===== src/hw/irq_gate_params.svh =====
// register offsets, implemented-bit masks, reset values and field positions
`ifndef IRQ_GATE_PARAMS_SVH
`define IRQ_GATE_PARAMS_SVH
`define OFS_GATE_TWO     4'h0
`define OFS_GATE_THREE   4'h1
`define OFS_GATE_FOUR    4'h2
`define OFS_LEVEL_ZERO   4'h3
`define MASK_GATE_TWO    16'hDFFF
`define MASK_GATE_THREE  16'h21FF
`define MASK_GATE_FOUR   16'h00F6
`define MASK_LEVEL_ZERO  16'h7777
`define RST_GATE         16'h0000
`define RST_LEVEL_ZERO   16'h4444
`define RST_LEVEL        3'h4
`define LVL_TIMER_ONE    12
`define LVL_OUT_CMP_ONE  8
`define LVL_IN_CAP_ONE   4
`define LVL_EXT_ZERO     0
`endif


===== src/hw/irq_gate_pkg.sv =====
// types shared by the enable and priority register block
package irq_gate_pkg;
   typedef logic [15:0] word_type;   // one register word
   typedef logic [3:0]  addr_type;   // register index
   typedef logic [2:0]  level_type;  // priority level, 0 disables
endpackage


===== src/hw/irq_gate_regs.sv =====
// interrupt enable banks two to four and priority bank zero
//
// The placing of the registers and the strobed register port were left to the implementer.
`timescale 1ns/1ps
`include "irq_gate_params.svh"
module irq_gate_regs (
   input  wire logic                  clk_i,        // 40 MHz clock
   input  wire logic                  rst_i,        // synchronous reset, high
   input  wire irq_gate_pkg::addr_type addr_i,      // register index
   input  wire irq_gate_pkg::word_type wdata_i,     // write data
   input  wire logic                  wr_i,         // write strobe
   input  wire logic                  rd_i,         // read strobe
   input  wire irq_gate_pkg::word_type flag_two_i,  // source flags, bank two layout
   input  wire irq_gate_pkg::word_type flag_three_i,// source flags, bank three layout
   input  wire irq_gate_pkg::word_type flag_four_i, // source flags, bank four layout
   input  wire logic [3:0]            flag_zero_i,  // flags: timer one, oc one, ic one, ext zero
   output logic [15:0]                rdata_o,      // read data, cycle after strobe
   output logic [15:0]                gate_two_o,   // enable bits bank two
   output logic [15:0]                gate_three_o, // enable bits bank three
   output logic [15:0]                gate_four_o,  // enable bits bank four
   output irq_gate_pkg::level_type    timer_one_level_o,
   output irq_gate_pkg::level_type    out_cmp_one_level_o,
   output irq_gate_pkg::level_type    in_capture_one_level_o,
   output irq_gate_pkg::level_type    ext_line_zero_level_o,
   output logic [15:0]                req_two_o,    // gated requests bank two
   output logic [15:0]                req_three_o,  // gated requests bank three
   output logic [15:0]                req_four_o,   // gated requests bank four
   output logic [3:0]                 req_zero_o    // gated requests of the four level fields
);
   import irq_gate_pkg::*;

   word_type gate_two_q;    // bank two enables
   word_type gate_three_q;  // bank three enables
   word_type gate_four_q;   // bank four enables
   word_type level_zero_q;  // priority fields bank zero
   word_type rdata_q;       // registered read data
   logic     sel_two;       // address decodes
   logic     sel_three;
   logic     sel_four;
   logic     sel_level;

   // decode the index once for writes and reads
   assign sel_two   = (addr_i == `OFS_GATE_TWO);
   assign sel_three = (addr_i == `OFS_GATE_THREE);
   assign sel_four  = (addr_i == `OFS_GATE_FOUR);
   assign sel_level = (addr_i == `OFS_LEVEL_ZERO);

   // bank two bit map, upper byte:
   //   15 timer_six_gate, 14 dma_ch_four_done_gate, 13 unimplemented
   //   12 out_cmp_eight_gate, 11 out_cmp_seven_gate
   //   10 out_cmp_six_gate, 9 out_cmp_five_gate, 8 in_capture_six_gate
   // bank two bit map, lower byte:
   //   7 in_capture_five_gate, 6 in_capture_four_gate
   //   5 in_capture_three_gate, 4 dma_ch_three_done_gate
   //   3 can_one_event_gate, 2 can_one_rx_ready_gate
   //   1 spi_two_event_gate, 0 spi_two_error_gate
   // bank two: timers, dma, compare, capture, can one, spi two
   always_ff @(posedge clk_i) begin
      if (rst_i) begin
         gate_two_q <= `RST_GATE;
      end else if (wr_i && sel_two) begin
         // bit 13 masked off, the rest map straight across
         gate_two_q <= wdata_i & `MASK_GATE_TWO;
      end
   end

   // bank three bit map, upper byte:
   //   15-14 unimplemented, 13 dma_ch_five_done_gate
   //   12-9 unimplemented, 8 can_two_event_gate
   // bank three bit map, lower byte:
   //   7 can_two_rx_ready_gate, 6 ext_line_four_gate
   //   5 ext_line_three_gate, 4 timer_nine_gate, 3 timer_eight_gate
   //   2 i2c_two_master_gate, 1 i2c_two_slave_gate, 0 timer_seven_gate
   // bank three: dma five, can two, ext lines, timers, i2c two
   always_ff @(posedge clk_i) begin
      if (rst_i) begin
         gate_three_q <= `RST_GATE;
      end else if (wr_i && sel_three) begin
         gate_three_q <= wdata_i & `MASK_GATE_THREE;
      end
   end

   // bank four bit map: 15-8 unimplemented
   //   7 can_two_tx_request_gate, 6 can_one_tx_request_gate
   //   5 dma_ch_seven_done_gate, 4 dma_ch_six_done_gate
   //   3 unimplemented, 2 uart_two_error_gate
   //   1 uart_one_error_gate, 0 unimplemented
   // bank four: can tx requests, dma six/seven, uart errors
   always_ff @(posedge clk_i) begin
      if (rst_i) begin
         gate_four_q <= `RST_GATE;
      end else if (wr_i && sel_four) begin
         gate_four_q <= wdata_i & `MASK_GATE_FOUR;
      end
   end

   // level bank zero map: 15 gap, 14-12 timer_one_level
   //   11 gap, 10-8 out_cmp_one_level, 7 gap, 6-4 in_capture_one_level
   //   3 gap, 2-0 ext_line_zero_level
   // codes: 7 highest, 1 lowest, 0 keeps the source silent
   // priority fields; gap bits 15, 11, 7, 3 never store
   always_ff @(posedge clk_i) begin
      if (rst_i) begin
         level_zero_q <= `RST_LEVEL_ZERO;
      end else if (wr_i && sel_level) begin
         level_zero_q <= wdata_i & `MASK_LEVEL_ZERO;
      end
   end

   // read port; unmapped indices answer zero
   always_ff @(posedge clk_i) begin
      if (rst_i) begin
         rdata_q <= 16'h0000;
      end else if (rd_i) begin
         case (1'b1)
            sel_two:   rdata_q <= gate_two_q;
            sel_three: rdata_q <= gate_three_q;
            sel_four:  rdata_q <= gate_four_q;
            sel_level: rdata_q <= level_zero_q;
            default:   rdata_q <= 16'h0000;
         endcase
      end else begin
         // data stands for one cycle only
         rdata_q <= 16'h0000;
      end
   end

   // register copies toward arbitration, each from its own flop
   always_ff @(posedge clk_i) begin
      if (rst_i) begin
         gate_two_o             <= `RST_GATE;
         gate_three_o           <= `RST_GATE;
         gate_four_o            <= `RST_GATE;
         timer_one_level_o      <= `RST_LEVEL;
         out_cmp_one_level_o    <= `RST_LEVEL;
         in_capture_one_level_o <= `RST_LEVEL;
         ext_line_zero_level_o  <= `RST_LEVEL;
      end else begin
         // one extra stage keeps outputs flop-driven; copy lags storage by one edge
         gate_two_o             <= gate_two_q;
         gate_three_o           <= gate_three_q;
         gate_four_o            <= gate_four_q;
         timer_one_level_o      <= level_zero_q[`LVL_TIMER_ONE +: 3];
         out_cmp_one_level_o    <= level_zero_q[`LVL_OUT_CMP_ONE +: 3];
         in_capture_one_level_o <= level_zero_q[`LVL_IN_CAP_ONE +: 3];
         ext_line_zero_level_o  <= level_zero_q[`LVL_EXT_ZERO +: 3];
      end
   end

   // request gating: flag and enable; level code zero kills the source
   always_ff @(posedge clk_i) begin
      if (rst_i) begin
         req_two_o   <= 16'h0000;
         req_three_o <= 16'h0000;
         req_four_o  <= 16'h0000;
         req_zero_o  <= 4'h0;
      end else begin
         req_two_o   <= flag_two_i & gate_two_q;
         req_three_o <= flag_three_i & gate_three_q;
         req_four_o  <= flag_four_i & gate_four_q;
         // the level bank has no enable of its own here; nonzero level gates it
         req_zero_o  <= {flag_zero_i[3] && (level_zero_q[14:12] != 3'h0),
                         flag_zero_i[2] && (level_zero_q[10:8] != 3'h0),
                         flag_zero_i[1] && (level_zero_q[6:4] != 3'h0),
                         flag_zero_i[0] && (level_zero_q[2:0] != 3'h0)};
      end
   end

   assign rdata_o = rdata_q;

   // assertions; each guards the logic above and names its rule

   // reset clears every enable bank
   reset_gate_a: assert property (@(posedge clk_i) rst_i |=>
      (gate_two_q == 16'h0000 && gate_three_q == 16'h0000 && gate_four_q == 16'h0000))
      else $error("enables not cleared by reset");

   // reset loads code four into every level field
   reset_level_a: assert property (@(posedge clk_i) rst_i |=>
      (level_zero_q == 16'h4444))
      else $error("levels not four after reset");

   // bank two and four enable copies and the timer one and ext zero level copies take reset values at once, not a cycle late
   reset_out_a: assert property (@(posedge clk_i) rst_i |=>
      (gate_two_o == 16'h0000 && gate_four_o == 16'h0000 && timer_one_level_o == 3'h4 && ext_line_zero_level_o == 3'h4))
      else $error("outputs not at reset values");

   // no request leaves during or just after reset
   reset_req_a: assert property (@(posedge clk_i) rst_i |=>
      (req_two_o == 16'h0000 && req_three_o == 16'h0000 && req_four_o == 16'h0000 && req_zero_o == 4'h0))
      else $error("request left during reset");

   // unimplemented enable positions never hold a one
   unimpl_zero_a: assert property (@(posedge clk_i) disable iff (rst_i)
      (gate_two_q[13] == 1'b0 && gate_three_q[15:14] == 2'h0 && gate_three_q[12:9] == 4'h0
       && gate_four_q[15:8] == 8'h00 && gate_four_q[3] == 1'b0 && gate_four_q[0] == 1'b0))
      else $error("unimplemented enable bit set");

   // gap bits of the level bank never hold a one
   level_gap_a: assert property (@(posedge clk_i) disable iff (rst_i)
      (level_zero_q[15] | level_zero_q[11] | level_zero_q[7] | level_zero_q[3]) == 1'b0)
      else $error("level gap bit set");

   // a write to an unmapped index leaves every register alone
   unmapped_write_a: assert property (@(posedge clk_i) disable iff (rst_i)
      wr_i && !(sel_two || sel_three || sel_four || sel_level) |=> $stable({gate_two_q, gate_three_q, gate_four_q, level_zero_q}))
      else $error("unmapped write changed a register");

   // bank two stores the written word minus its gap
   write_two_a: assert property (@(posedge clk_i) disable iff (rst_i)
      wr_i && sel_two |=> gate_two_q == ($past(wdata_i) & 16'hDFFF))
      else $error("bank two write not stored");

   // bank three stores only its ten live bits
   write_three_a: assert property (@(posedge clk_i) disable iff (rst_i)
      wr_i && sel_three |=> gate_three_q == ($past(wdata_i) & 16'h21FF))
      else $error("bank three write not stored");

   // bank four stores only its six live bits
   write_four_a: assert property (@(posedge clk_i) disable iff (rst_i)
      wr_i && sel_four |=> gate_four_q == ($past(wdata_i) & 16'h00F6))
      else $error("bank four write not stored");

   // level bank stores the four fields, gaps dropped
   write_level_a: assert property (@(posedge clk_i) disable iff (rst_i)
      wr_i && sel_level |=> level_zero_q == ($past(wdata_i) & 16'h7777))
      else $error("level write not stored");

   // without a write nothing moves
   hold_gate_a: assert property (@(posedge clk_i) disable iff (rst_i)
      !wr_i |=> $stable({gate_two_q, gate_three_q, gate_four_q, level_zero_q}))
      else $error("register moved without a write");

   // bank two write then read back to back returns the stored word
   write_back_a: assert property (@(posedge clk_i) disable iff (rst_i)
      wr_i && sel_two ##1 rd_i && sel_two && !wr_i |=> rdata_o == ($past(wdata_i, 2) & 16'hDFFF))
      else $error("bank two readback wrong");

   // read of bank two answers one cycle later
   read_two_a: assert property (@(posedge clk_i) disable iff (rst_i)
      rd_i && sel_two |=> rdata_o == $past(gate_two_q))
      else $error("bank two read wrong");

   // read of bank three answers one cycle later
   read_three_a: assert property (@(posedge clk_i) disable iff (rst_i)
      rd_i && sel_three |=> rdata_o == $past(gate_three_q))
      else $error("bank three read wrong");

   // read of bank four answers one cycle later
   read_four_a: assert property (@(posedge clk_i) disable iff (rst_i)
      rd_i && sel_four |=> rdata_o == $past(gate_four_q))
      else $error("bank four read wrong");

   // read of the level bank answers one cycle later
   read_level_a: assert property (@(posedge clk_i) disable iff (rst_i)
      rd_i && sel_level |=> rdata_o == $past(level_zero_q))
      else $error("level read wrong");

   // unmapped indices read as zero
   read_unmapped_a: assert property (@(posedge clk_i) disable iff (rst_i)
      rd_i && !(sel_two || sel_three || sel_four || sel_level) |=> rdata_o == 16'h0000)
      else $error("unmapped read not zero");

   // read data stand for one cycle only
   read_pulse_a: assert property (@(posedge clk_i) disable iff (rst_i)
      !rd_i |=> rdata_o == 16'h0000)
      else $error("read data stood too long");

   // enable copies trail storage by exactly one edge
   copy_gate_a: assert property (@(posedge clk_i) disable iff (rst_i)
      1'b1 |=> (gate_two_o == $past(gate_two_q) && gate_three_o == $past(gate_three_q) && gate_four_o == $past(gate_four_q)))
      else $error("enable copy lags wrongly");

   // timer, compare and capture level copies trail storage by exactly one edge
   copy_level_a: assert property (@(posedge clk_i) disable iff (rst_i)
      1'b1 |=> (timer_one_level_o == $past(level_zero_q[14:12]) && out_cmp_one_level_o == $past(level_zero_q[10:8]) && in_capture_one_level_o == $past(level_zero_q[6:4])))
      else $error("level copy lags wrongly");

   // a level write reaches its output two edges after the strobe
   out_follow_a: assert property (@(posedge clk_i) disable iff (rst_i)
      wr_i && sel_level ##1 1'b1 |=> ext_line_zero_level_o == $past(level_zero_q[2:0]))
      else $error("level output lags wrongly");

   // a cleared enable blocks its source
   gate_block_a: assert property (@(posedge clk_i) disable iff (rst_i)
      !gate_three_q[13] |=> !req_three_o[13])
      else $error("disabled source passed");

   // a set enable with a raised flag passes
   gate_pass_a: assert property (@(posedge clk_i) disable iff (rst_i)
      flag_four_i[5] && gate_four_q[5] |=> req_four_o[5])
      else $error("enabled source blocked");

   // every bank request is flag and enable of the cycle before
   req_banks_a: assert property (@(posedge clk_i) disable iff (rst_i)
      1'b1 |=> (req_two_o == $past(flag_two_i & gate_two_q) && req_three_o == $past(flag_three_i & gate_three_q) && req_four_o == $past(flag_four_i & gate_four_q)))
      else $error("bank request wrong");

   // level code zero silences the source
   level_kill_a: assert property (@(posedge clk_i) disable iff (rst_i)
      level_zero_q[14:12] == 3'h0 |=> !req_zero_o[3])
      else $error("level zero source passed");

   // the highest code passes a raised flag
   level_top_a: assert property (@(posedge clk_i) disable iff (rst_i)
      flag_zero_i[3] && level_zero_q[14:12] == 3'h7 |=> req_zero_o[3])
      else $error("highest level source blocked");

   // the lowest nonzero code still passes
   level_low_a: assert property (@(posedge clk_i) disable iff (rst_i)
      flag_zero_i[0] && level_zero_q[2:0] == 3'h1 |=> req_zero_o[0])
      else $error("lowest level source blocked");

   // an intermediate code passes too
   level_mid_a: assert property (@(posedge clk_i) disable iff (rst_i)
      flag_zero_i[2] && level_zero_q[10:8] == 3'h4 |=> req_zero_o[2])
      else $error("middle level source blocked");

   // no flag, no request, whatever the level
   level_idle_a: assert property (@(posedge clk_i) disable iff (rst_i)
      !flag_zero_i[1] |=> !req_zero_o[1])
      else $error("request without a flag");

   // main scenarios: level write, blocked source, passed source, readback, killed level
   cov_write_c: cover property (@(posedge clk_i) wr_i && sel_level ##2 timer_one_level_o == 3'h7);
   cov_block_c: cover property (@(posedge clk_i) flag_two_i[15] && !gate_two_q[15]);
   cov_pass_c: cover property (@(posedge clk_i) req_zero_o[0]);
   cov_reread_c: cover property (@(posedge clk_i) wr_i && sel_four ##1 rd_i && sel_four);
   cov_kill_c: cover property (@(posedge clk_i) flag_zero_i[3] && level_zero_q[14:12] == 3'h0);
endmodule

===== config.mk =====
export PLATFORM = sky130hd
export DESIGN_NAME = irq_gate_regs
export DESIGN_NICKNAME = d
export VERILOG_FILES = /design/src/hw/irq_gate_pkg.sv /design/src/hw/irq_gate_regs.sv
export VERILOG_INCLUDE_DIRS = /design/src /design/src/hw
export SDC_FILE = /design/constraint.sdc
export NUM_CORES = 1
export LEC_CHECK = 0
export BUFFER_PORTS_ARGS = -buffer_cell sky130_fd_sc_hd__buf_2
export CORE_UTILIZATION = 47
export DETAILED_ROUTE_END_ITERATION = 10
export PLACE_DENSITY = 0.82
export SKIP_CTS_REPAIR_TIMING = 1
export SYNTH_ARGS = -nofsm -noshare
export SYNTH_HDL_FRONTEND = slang
export SYNTH_SLANG_ARGS = --single-unit

===== constraint.sdc =====
create_clock -name clk_i -period 1.5 [get_ports clk_i]
set_input_delay 0.075 -clock clk_i [delete_from_list [all_inputs] [get_ports clk_i]]
set_output_delay 0.075 -clock clk_i [all_outputs]
set_load 0.01 [all_outputs]

[After elaboration in Yosys (flattened, before gate mapping)]
Index checks and enable logic that the tools add are counted.
Word-level totals
  register bits after elaboration: 154
  output and inout bits: 128
  logic and storage cells: 43
Operators by class
  equality and inequality tests: 3
  multiplexer cells: 4
  bitwise logic cells: 4
  reduce and logical (&&, ||, !) cells: 15
Operators by type and width (number)
  $mux 15: 3
  $and 16x14->16: 1
  $and 16x16->16: 1
  $and 16x8->16: 1
  $mux 16: 1
  $reduce_bool 3->1: 4
  $eq 4x2->1 const B: 2
  $logic_and 1x1->1: 8
  $eq 4x1->1 const B: 1
  $logic_not 4->1: 1
  $reduce_or 3->1: 1
  $reduce_or 2->1: 1
  $not 1->1: 1

[Logic depth before layout (Yosys ltp)]
Gate-level depths: netlist (run 1).
  depth in word-level cells: 5
  depth in mapped cells: 7
  gate-level depth less buffers: 3

[Worst setup path after synthesis (run 1)]
OpenSTA, ideal clock, no wires.
  path kind: input port to flip-flop
  from: in addr_i[3]
  to: reg rdata_q[8] (netlist: rdata_o[8])
  setup time: 88 ps
  arrival time: 1088 ps
  required time: 1412 ps
  slack: 325 ps
  stages on the path: 4
  cell sequence: or4b_1 > buf_2 > buf_6 > nor4_2
Between the ends
  word-level cells in the longest chain between the ends: 5
RTL lines
  start: declaration: RTL line irq_gate_regs.sv:9  | input wire irq_gate_pkg::addr_type addr_i,
  $eq 4x2->1 (no source line)
  $mux 15 (3 in series): RTL line irq_gate_regs.sv:115  | case (1'b1)
  $mux 16 (*): RTL line irq_gate_regs.sv:115
  end signal: assignment: RTL line irq_gate_regs.sv:116  | sel_two: rdata_q <= gate_two_q;
  end signal: assignment: RTL line irq_gate_regs.sv:117  | sel_three: rdata_q <= gate_three_q;
  end signal: assignment: RTL line irq_gate_regs.sv:118  | sel_four: rdata_q <= gate_four_q;
  end: declaration: RTL line irq_gate_regs.sv:36  | word_type rdata_q;
Mark *: on every way between the ends. The rest lies on a longest branch, timed or not.
A chain may end at the register's enable or synchronous reset.

[Final worst setup path (run 1)]
  from: in addr_i[0]
  to: reg gate_two_q[8]
Between the ends
  word-level cells in the longest chain between the ends: 2
RTL lines
  $logic_not 4->1 (no source line)
  $logic_and 1x1->1: RTL line irq_gate_regs.sv:61  | end else if (wr_i && sel_two) begin
  end signal: assignment: RTL line irq_gate_regs.sv:60  | gate_two_q <= `RST_GATE;
  end signal: assignment: RTL line irq_gate_regs.sv:63  | gate_two_q <= wdata_i & `MASK_GATE_TWO;
  end: declaration: RTL line irq_gate_regs.sv:32  | word_type gate_two_q;
Every way passes these cells.

==> impl_metrics.env, run 1 <==
export IMPL_outcome="finished, final reports clean"
export IMPL_reg2reg_from="level_zero_q[6]"
export IMPL_clk_pin_slew_ns=0.06
export IMPL_die_w_um=101.9
export IMPL_synth_ff_type="dfxtp_1"
export IMPL_setup_tns_ns=0
export IMPL_place_inst=701
export IMPL_synth_edff_count=0
export IMPL_grt_pass1_wl_um=15080
export IMPL_io_buffers=152
export IMPL_syn_avg_cell_area_um2=11.16
export IMPL_cp_data_required_time_ns=1.89
export IMPL_startpoint="addr_i[0]"
export IMPL_dp_hpwl_um=6810
export IMPL_instances_no_fill=786
export IMPL_clock_fmax_mhz=748.7
export IMPL_groute_usage_overall_pct=19.64
export IMPL_antenna_cells=0
export IMPL_worstPathMaxFanout=11
export IMPL_whs_path_depth=3
export IMPL_layout_drive_gt1_share_pct=33.08
export IMPL_post_route_min_period_ns=1.336
export IMPL_clock_skew_ns=0.007071
export IMPL_dieArea_um2=10380
export IMPL_synthTopCellsByArea="dfxtp_1, mux2i_1, nand2b_1"
export IMPL_worstRegToRegCells=2
export IMPL_initial_core_util_pct=48.17
export IMPL_synth_seq_cells=137
export IMPL_final_cell_area_um2=6676
export IMPL_power_density_nw_per_um2=1279
export IMPL_final_hold_viol_count=0
export IMPL_coreArea_um2=9729
export IMPL_grt_setup_unrepaired="false"
export IMPL_overflow=0
export IMPL_root_buffer="clkbuf_8"
export IMPL_path_class="input port to flip-flop"
export IMPL_vias_per_cell=4.457
export IMPL_crit_slowest_cell="dlygate4sd3_1"
export IMPL_wl_um=10710
export IMPL_yosysSeqAreaShare_pct=58.52
export IMPL_drv_cap=0
export IMPL_worstHoldStart="rst_i"
export IMPL_cp_cell_sequence="dlygate4sd3_1, buf_2, nor2_1, nand2_2, buf_4, mux2i_1"
export IMPL_placed_area_um2=5509
export IMPL_setup_viol=0
export IMPL_place_gp_congestion=0.7253
export IMPL_netlist_top_cells_count="dfxtp_1, nand2b_1, mux2i_1"
export IMPL_nets=716
export IMPL_drtIter0Drc=95
export IMPL_cp_start_kind="input port"
export IMPL_drc=0
export IMPL_cts_made_buffers=17
export IMPL_cp_data_arrival_time_ns=1.73
export IMPL_synth_most_common_cell="dfxtp_1"
export IMPL_cpPeakStageDelay_ns=0.53
export IMPL_die_y_um=101.9
export IMPL_grt_pass1_vias=3097
export IMPL_synth_cell_type_count=31
export IMPL_dr_pass1_iters=4
export IMPL_clock_path_buffers=2
export IMPL_yosysTopAreaCellShare_pct=58.52
export IMPL_synth_area_um2=4687
export IMPL_wl_per_cell_um=13.63
export IMPL_antenna_found_initial=0
export IMPL_ios=204
export IMPL_cts_tree="built"
export IMPL_postRouteAntennaNets=0
export IMPL_grt_max_degree=68
export IMPL_clock_sinks=137
export IMPL_rows=36
export IMPL_end_kind="flip-flop"
export IMPL_syn2layout_area_growth_pct=42.45
export IMPL_synth_cells=420
export IMPL_cts_htree_levels=4
export IMPL_vias=3503
export IMPL_synthArstFlopShare_pct=0
export IMPL_ir_drop_mv=0.5743
export IMPL_yosys_area_top_type="dfxtp_1"
export IMPL_maxSlewViolCount=0
export IMPL_clock_latency_ns=0.52
export IMPL_p_leak_nw=3.569
export IMPL_hold_class="input port to flip-flop"
export IMPL_ys_warn_count=0
export IMPL_timing_final_crit_share_pct=89.04
==> path summary, 6_finish.rpt <==
kind	to	slack, ns
setup reg to reg	rdata_o[6]	0.42
setup / recovery	gate_two_q[8]	0.16
hold / removal	req_zero_o[0]	0.08
hold reg to reg	gate_two_o[1]	0.49
==> through the flow <==
stage	total power, mW	setup WS [ns]	util (%)	hold slack, ns
after floorplan	4.028	0.3246	-	0.1967
after global placement	4.103	0.2083	56.62	0.2740
after detailed placement	4.111	0.1669	56.62	0.2773
after CTS	8.490	0.4076	63.17	-0.2749
after global routing	8.814	0.08403	68.62	0.07733
final	8.539	0.1644	68.62	0.07561
==> sequential cells by signal, summed over array words and instances (netlist names), 10 cells and up <==
name,cells
level_zero_q,12
gate_three_q,10
req_three_o,10
gate_two_q,15
req_two_o,15
gate_three_o,10
gate_two_o,15
rdata_o,16
==> layer usage <==
layer	wire [µm]	GRT usage [%]
met1	4370	22.48
met2	5527	33.47
met3	619	6.566
met4	193	8.681
met5	0	0
==> cells by family (layout without fill, tap and decap cells) <==
kind of cell    Yosys count  count (layout)  synth area share, %
compound gates           15              15                1.895
flops                   137             137                58.52
mux                      46              46                11.27
other cells               1              34              0.08001
buf+inv                  87             287                10.28
simple gates            134             134                17.97
==> cells in the final DEF, fill, tap and decap left out, types with 2 or more instances in the layout <==
master	n
clkinvlp_4	5
mux4_2	5
nor3_1	6
clkinv_2	2
nor4b_2	2
or2_2	4
clkbuf_16	16
nor2b_1	10
mux2_2	4
mux2i_1	37
buf_2	152
dfxtp_1	137
nand2b_1	48
bufinv_16	4
conb_1	34
dlygate4sd3_1	53
clkbuf_8	5
nor2_1	14
nor3b_1	5
and2_1	32
a21oi_1	10
and2b_1	4
a22oi_1	4
buf_4	13
inv_1	36
==> area by class of cell <==
| class | count | area (µm²) |
|---|---|---|
| Clock buffer | 21 | 469.2 |
| Clock inverter | 11 | 167.7 |
| Fill cell | 712 | 3053 |
| Inverter | 36 | 135.1 |
| Multi-Input combinational cell | 229 | 1587 |
| Sequential cell | 137 | 2743 |
| Tap cell | 133 | 166.4 |
| Timing Repair Buffer | 219 | 1409 |
==> where the power goes <==
part | internal, mW | total (mW) | leakage [nW] | switching (mW)
clock | 2.87 | 4.39 | 0.298 | 1.52
combinational | 0.248 | 0.458 | 2.16 | 0.210
sequential | 3.67 | 3.69 | 1.11 | 0.0138
==> critical path, delay by kind of cell <==
| kind | cells | cell delay, ns |
|---|---|---|
| buf+inv | 3 | 0.97 |
| mux | 1 | 0.14 |
| simple gates | 2 | 0.54 |
(Power assumes the default switching activity.)
==> run 2, diff against run 1 <==
--- a/config.mk
+++ b/config.mk
@@ -9,7 +9,7 @@
 export BUFFER_PORTS_ARGS = -buffer_cell sky130_fd_sc_hd__buf_2
 export CORE_UTILIZATION = 47
 export DETAILED_ROUTE_END_ITERATION = 10
-export PLACE_DENSITY = 0.82
+export PLACE_DENSITY = 0.78
 export SKIP_CTS_REPAIR_TIMING = 1
 export SYNTH_ARGS = -nofsm -noshare
 export SYNTH_HDL_FRONTEND = slang
==> run 2 against run 1 <==
Effect of this change: routed wire length grew 0.14%; die area is the same; worst setup slack gained 0.046 ns; maximum frequency grew 3.6%; total power shrank 2.4%.
==> impl_metrics.env, run 2 (synthesis gave the netlist of run 1 again) <==
export IMPL_nets=715
export IMPL_die_y_um=101.9
export IMPL_largest_reg_flops=16
export IMPL_grt_setup_unrepaired="false"
export IMPL_r2r_end="rdata_o[1]"
export IMPL_cts_htree_levels=4
export IMPL_worstPathMaxFanout=10
export IMPL_ios=204
export IMPL_clock_path_buffers=2
export IMPL_setup_viol=0
export IMPL_max_slew_margin_pct=64.72
export IMPL_clock_skew_ns=0.007484
export IMPL_layout_drive_gt1_share_pct=33.03
export IMPL_grt_pass1_wl_um=14860
export IMPL_syn2layout_area_growth_pct=41.94
export IMPL_timing_final_crit_share_pct=85.97
export IMPL_vias=3526
export IMPL_maxSlewViolCount=0
export IMPL_ir_drop_mv=0.6011
export IMPL_post_route_min_period_ns=1.290
export IMPL_crit_family="buffers and inverters"
export IMPL_root_buffer="clkbuf_8"
export IMPL_p_leak_nw=3.560
export IMPL_reg2reg_from="level_zero_q[1]"
export IMPL_die_w_um=101.9
export IMPL_rows=36
export IMPL_drv_cap=0
export IMPL_cp_data_required_time_ns=1.90
export IMPL_fin_hold_ws_ns=0.09949
export IMPL_drtIter0Drc=78
export IMPL_grt_pass1_vias=3142
export IMPL_wl_um=10730
export IMPL_clock_fmax_mhz=775.5
export IMPL_cp_cell_sequence="dlygate4sd3_1, buf_2, nor2_1, nand2_2, mux2_2"
export IMPL_multi_input_area_um2=1587
export IMPL_path_class="input port to flip-flop"
export IMPL_place_gp_congestion=0.7586
export IMPL_final_hold_viol_count=0
export IMPL_clock_latency_ns=0.51
export IMPL_cpPeakStageDelay_ns=0.53
export IMPL_postRouteAntennaNets=0
export IMPL_worstHoldStart="addr_i[0]"
export IMPL_end_kind="flip-flop"
export IMPL_cts_made_buffers=17
export IMPL_groute_usage_overall_pct=19.23
export IMPL_antenna_found_initial=0
export IMPL_setup_tns_ns=0
export IMPL_fillerInstances=725
export IMPL_dr_pass1_iters=4
export IMPL_vias_per_cell=4.497
export IMPL_drc=0
export IMPL_coreArea_um2=9729
export IMPL_wl_per_cell_um=13.68
export IMPL_regArea_um2=2743
export IMPL_cts_tree="built"
export IMPL_regToRegSetupSlack_ns=0.42
export IMPL_holdPathEnd="rdata_o[0]"
export IMPL_initial_core_util_pct=48.17
export IMPL_layout_commonest_cell="buf_2"
export IMPL_dp_hpwl_um=6983
export IMPL_worstRegToRegCells=2
export IMPL_antenna_cells=0
export IMPL_clk_pin_slew_ns=0.06
export IMPL_cp_data_arrival_time_ns=1.69
export IMPL_hold_class="input port to flip-flop"
export IMPL_clock_sinks=137
export IMPL_crit_slowest_cell="dlygate4sd3_1"
export IMPL_dieArea_um2=10380
export IMPL_whs_path_depth=3
export IMPL_tightest_slew_ns=0.5293
export IMPL_cp_start_kind="input port"
export IMPL_io_buffers=152
export IMPL_power_density_nw_per_um2=1253
export IMPL_overflow=0
export IMPL_grt_max_degree=68
export IMPL_critical_path_buf_inv_count=2
export IMPL_final_cell_mix="buf_2, dfxtp_1, dlygate4sd3_1"
export IMPL_outcome="finished, final reports clean"
-- run 2: tightest hold or removal path: stages --
cell and delay (ns):
buf_2 0.21, a21oi_1 0.20, nor4_1 0.07
-- run 2: how the worst max path moves through the flow --
stage               startpoint  cells past startpoint  slack, ns             end
3_5_place_dp         addr_i[0]                      4       0.13      rdata_o[4]
4_1_cts        level_zero_q[1]                      2       0.41      rdata_o[1]
6_report             addr_i[1]                      5       0.21  gate_two_q[10]
5_1_grt              addr_i[1]                      5       0.17  gate_two_q[10]
2_1_floorplan        addr_i[3]                      4       0.32      rdata_o[8]
3_3_place_gp         addr_i[0]                      4       0.17      rdata_o[5]
-- run 2: through the flow --
step                      area (µm²)  util [%]  total power, mW  std cells  setup slack [ns]
final                           6653     68.38            8.336        784            0.2104
after global routing            6653     68.38            8.618        784            0.1663
after CTS                       6132     63.03            8.269        732            0.4086
after detailed placement        5522     56.75            4.109        701            0.1267
after global placement          5522     56.75            4.101        701            0.1686
after floorplan                 4811         -            4.028        453            0.3246
-- run 2: final cells by class --
| cell class | instances | area share (%) |
|---|---|---|
| Sequential cell | 137 | 41.23 |
| Multi-Input combinational cell | 229 | 23.85 |
| Timing Repair Buffer | 218 | 21.21 |
| Clock buffer | 21 | 7.053 |
| Tap cell | 133 | 2.501 |
| Clock inverter | 10 | 2.125 |
| Inverter | 36 | 2.031 |
-- run 2: layer usage --
layer  global-route usage (%)  routed length (µm)  vias up
met2                    33.11                5401      169
met1                    21.70                4409     1613
met3                    5.540                 573       31
li1                         -                   -     1713
met5                        0                   0        -
met4                    10.00                 342        0
-- run 2: power by group --
| part | switching (mW) | internal [mW] | total [mW] |
|---|---|---|---|
| clock | 1.49 | 2.70 | 4.19 |
| combinational | 0.210 | 0.245 | 0.455 |
| sequential | 0.0143 | 3.68 | 3.69 |
| total | 1.72 | 6.62 | 8.34 |
==> run 3, diff against run 2 <==
--- a/config.mk
+++ b/config.mk
@@ -8,8 +8,9 @@
 export LEC_CHECK = 0
 export BUFFER_PORTS_ARGS = -buffer_cell sky130_fd_sc_hd__buf_2
 export CORE_UTILIZATION = 47
+export CTS_CLUSTER_SIZE = 40
 export DETAILED_ROUTE_END_ITERATION = 10
-export PLACE_DENSITY = 0.78
+export PLACE_DENSITY = 0.87
 export SKIP_CTS_REPAIR_TIMING = 1
 export SYNTH_ARGS = -nofsm -noshare
 export SYNTH_HDL_FRONTEND = slang
==> constraint.sdc (replaced) <==
create_clock -name clk_i -period 1.5 [get_ports clk_i]
set_input_delay 0.15 -clock clk_i [delete_from_list [all_inputs] [get_ports clk_i]]
set_output_delay 0.15 -clock clk_i [all_outputs]
set_load 0.01 [all_outputs]
==> run 3 against run 2 <==
Effect of this change: first-iteration DRC count up 24%; hold slack worse by 0.096 ns; total power down 0.62%; largest power group unchanged; largest cell class unchanged.
==> impl_metrics.env, run 3 (synthesis gave the netlist of run 1 again) <==
export IMPL_cts_tree="built"
export IMPL_overflow=0
export IMPL_nets=711
export IMPL_worstHoldStart="wdata_i[1]"
export IMPL_postRouteAntennaNets=0
export IMPL_final_hold_viol_count=0
export IMPL_clock_latency_ns=0.52
export IMPL_holdPathEnd="gate_two_q[1]"
export IMPL_r2r_end="rdata_o[5]"
export IMPL_rows=36
export IMPL_critical_path_buf_inv_count=1
export IMPL_fillerInstances=746
export IMPL_clock_skew_ns=0.007415
export IMPL_groute_usage_overall_pct=19.57
export IMPL_setup_viol=0
export IMPL_antenna_cells=0
export IMPL_dr_pass1_iters=6
export IMPL_cp_data_required_time_ns=1.35
export IMPL_setup_tns_ns=0
export IMPL_ios=204
export IMPL_ir_drop_mv=0.6514
export IMPL_drc=0
export IMPL_cp_cell_sequence="buf_2"
export IMPL_end_kind="output pin"
export IMPL_grt_pass1_wl_um=14840
export IMPL_die_y_um=101.9
export IMPL_cts_htree_levels=4
export IMPL_grt_setup_unrepaired="false"
export IMPL_dieArea_um2=10380
export IMPL_cts_made_buffers=17
export IMPL_cpPeakStageDelay_ns=0.33
export IMPL_wl_per_cell_um=14.15
export IMPL_p_leak_nw=3.540
export IMPL_drv_cap=0
export IMPL_place_gp_congestion=0.7158
export IMPL_worstRegToRegCells=2
export IMPL_grt_pass1_vias=3180
export IMPL_wl_um=11050
export IMPL_die_w_um=101.9
export IMPL_timing_final_crit_share_pct=76.44
export IMPL_clock_fmax_mhz=872.1
export IMPL_io_buffers=152
export IMPL_layout_drive_gt1_share_pct=33.33
export IMPL_grt_max_degree=68
export IMPL_largest_reg_flops=16
export IMPL_vias_per_cell=4.476
export IMPL_path_class="flip-flop to output pin"
export IMPL_whs_path_depth=3
export IMPL_root_buffer="clkbuf_8"
export IMPL_power_density_nw_per_um2=1255
export IMPL_cp_data_arrival_time_ns=1.00
export IMPL_utilization_pct=67.85
export IMPL_coreArea_um2=9729
export IMPL_clock_sinks=137
export IMPL_layout_commonest_cell="buf_2"
export IMPL_regToRegSetupSlack_ns=0.43
export IMPL_cp_start_kind="flip-flop"
export IMPL_drtIter0Drc=97
export IMPL_final_cell_mix="buf_2, dfxtp_1, nand2b_1, dlygate4sd3_1, mux2i_1"
export IMPL_clock_path_buffers=2
export IMPL_maxSlewViolCount=0
export IMPL_dp_hpwl_um=6919
export IMPL_crit_family="flip-flops"
export IMPL_initial_core_util_pct=48.17
export IMPL_outcome="finished, final reports clean"
export IMPL_syn2layout_area_growth_pct=40.84
export IMPL_antenna_found_initial=0
export IMPL_hold_class="input port to flip-flop"
export IMPL_crit_slowest_cell="dfxtp_1"
export IMPL_worstPathMaxFanout=1
export IMPL_vias=3496
export IMPL_post_route_min_period_ns=1.147
export IMPL_clk_pin_slew_ns=0.06
export IMPL_power_total_mw=8.284
export IMPL_reg2reg_from="level_zero_q[5]"
[run 3: cell count changes in the layout (fill, tap and decap cells not counted)]
cell,before,now
clkinvlp_4,5,3
dlygate4sd3_1,52,48
clkbuf_8,5,2
inv_6,1,3
clkinv_2,1,3
clkinv_4,0,2
[run 3: worst max path at each step]
| stage | to | start | depth (start not counted) |
|---|---|---|---|
| 3_5_place_dp | rdata_o[0] | addr_i[3] | 4 |
| 6_report | req_zero_o[1] | req_zero_o[1] | 1 |
| 4_1_cts | gate_four_o[6] | gate_four_o[6] | 1 |
| 3_3_place_gp | rdata_o[0] | addr_i[3] | 4 |
| 2_1_floorplan | rdata_o[8] | addr_i[3] | 4 |
| 5_1_grt | rdata_o[4] | rdata_o[4] | 1 |
[run 3: area by class of cell]
type	instances	area, µm²	share of cell area (%)
Multi-Input combinational cell	229	1587	24.03
Inverter	36	135.1	2.047
Tap cell	133	166.4	2.521
Clock buffer	18	427.9	6.482
Timing Repair Buffer	214	1371	20.77
Sequential cell	137	2743	41.55
Clock inverter	14	171.4	2.597
[run 3: tightest hold or removal path, delay by kind of cell]
| family | cells | cell delay (ns) |
|---|---|---|
| muxes | 1 | 0.14 |
| and+or+nand+nor | 1 | 0.12 |
| buffers and inverters | 1 | 0.08 |
[run 3: stage by stage]
stage / std cells / setup WS, ns / hold slack [ns] / area [µm²]
global route: 781 / 0.2983 / 0.003869 / 6601
detailed placement: 701 / 0.09345 / 0.3540 / 5522
floorplan: 453 / 0.2496 / 0.2717 / 4811
finish: 781 / 0.3534 / 0.003114 / 6601
CTS: 733 / 0.3335 / -0.1999 / 6121
global placement: 701 / 0.1330 / 0.3488 / 5522
[run 3: routing by layer]
metal / wire, µm / global-route usage (%)
met5: 0 / 0
met2: 6028 / 34.88
met4: 199 / 10.44
met1: 4176 / 20.15
met3: 645 / 6.977
[run 3: power by group]
part           total [mW]  switching [mW]  internal (mW)  leakage [nW]
Clock                4.14            1.56           2.58         0.288
Sequential           3.69          0.0143           3.67          1.11
Combinational       0.453           0.212          0.241          2.15
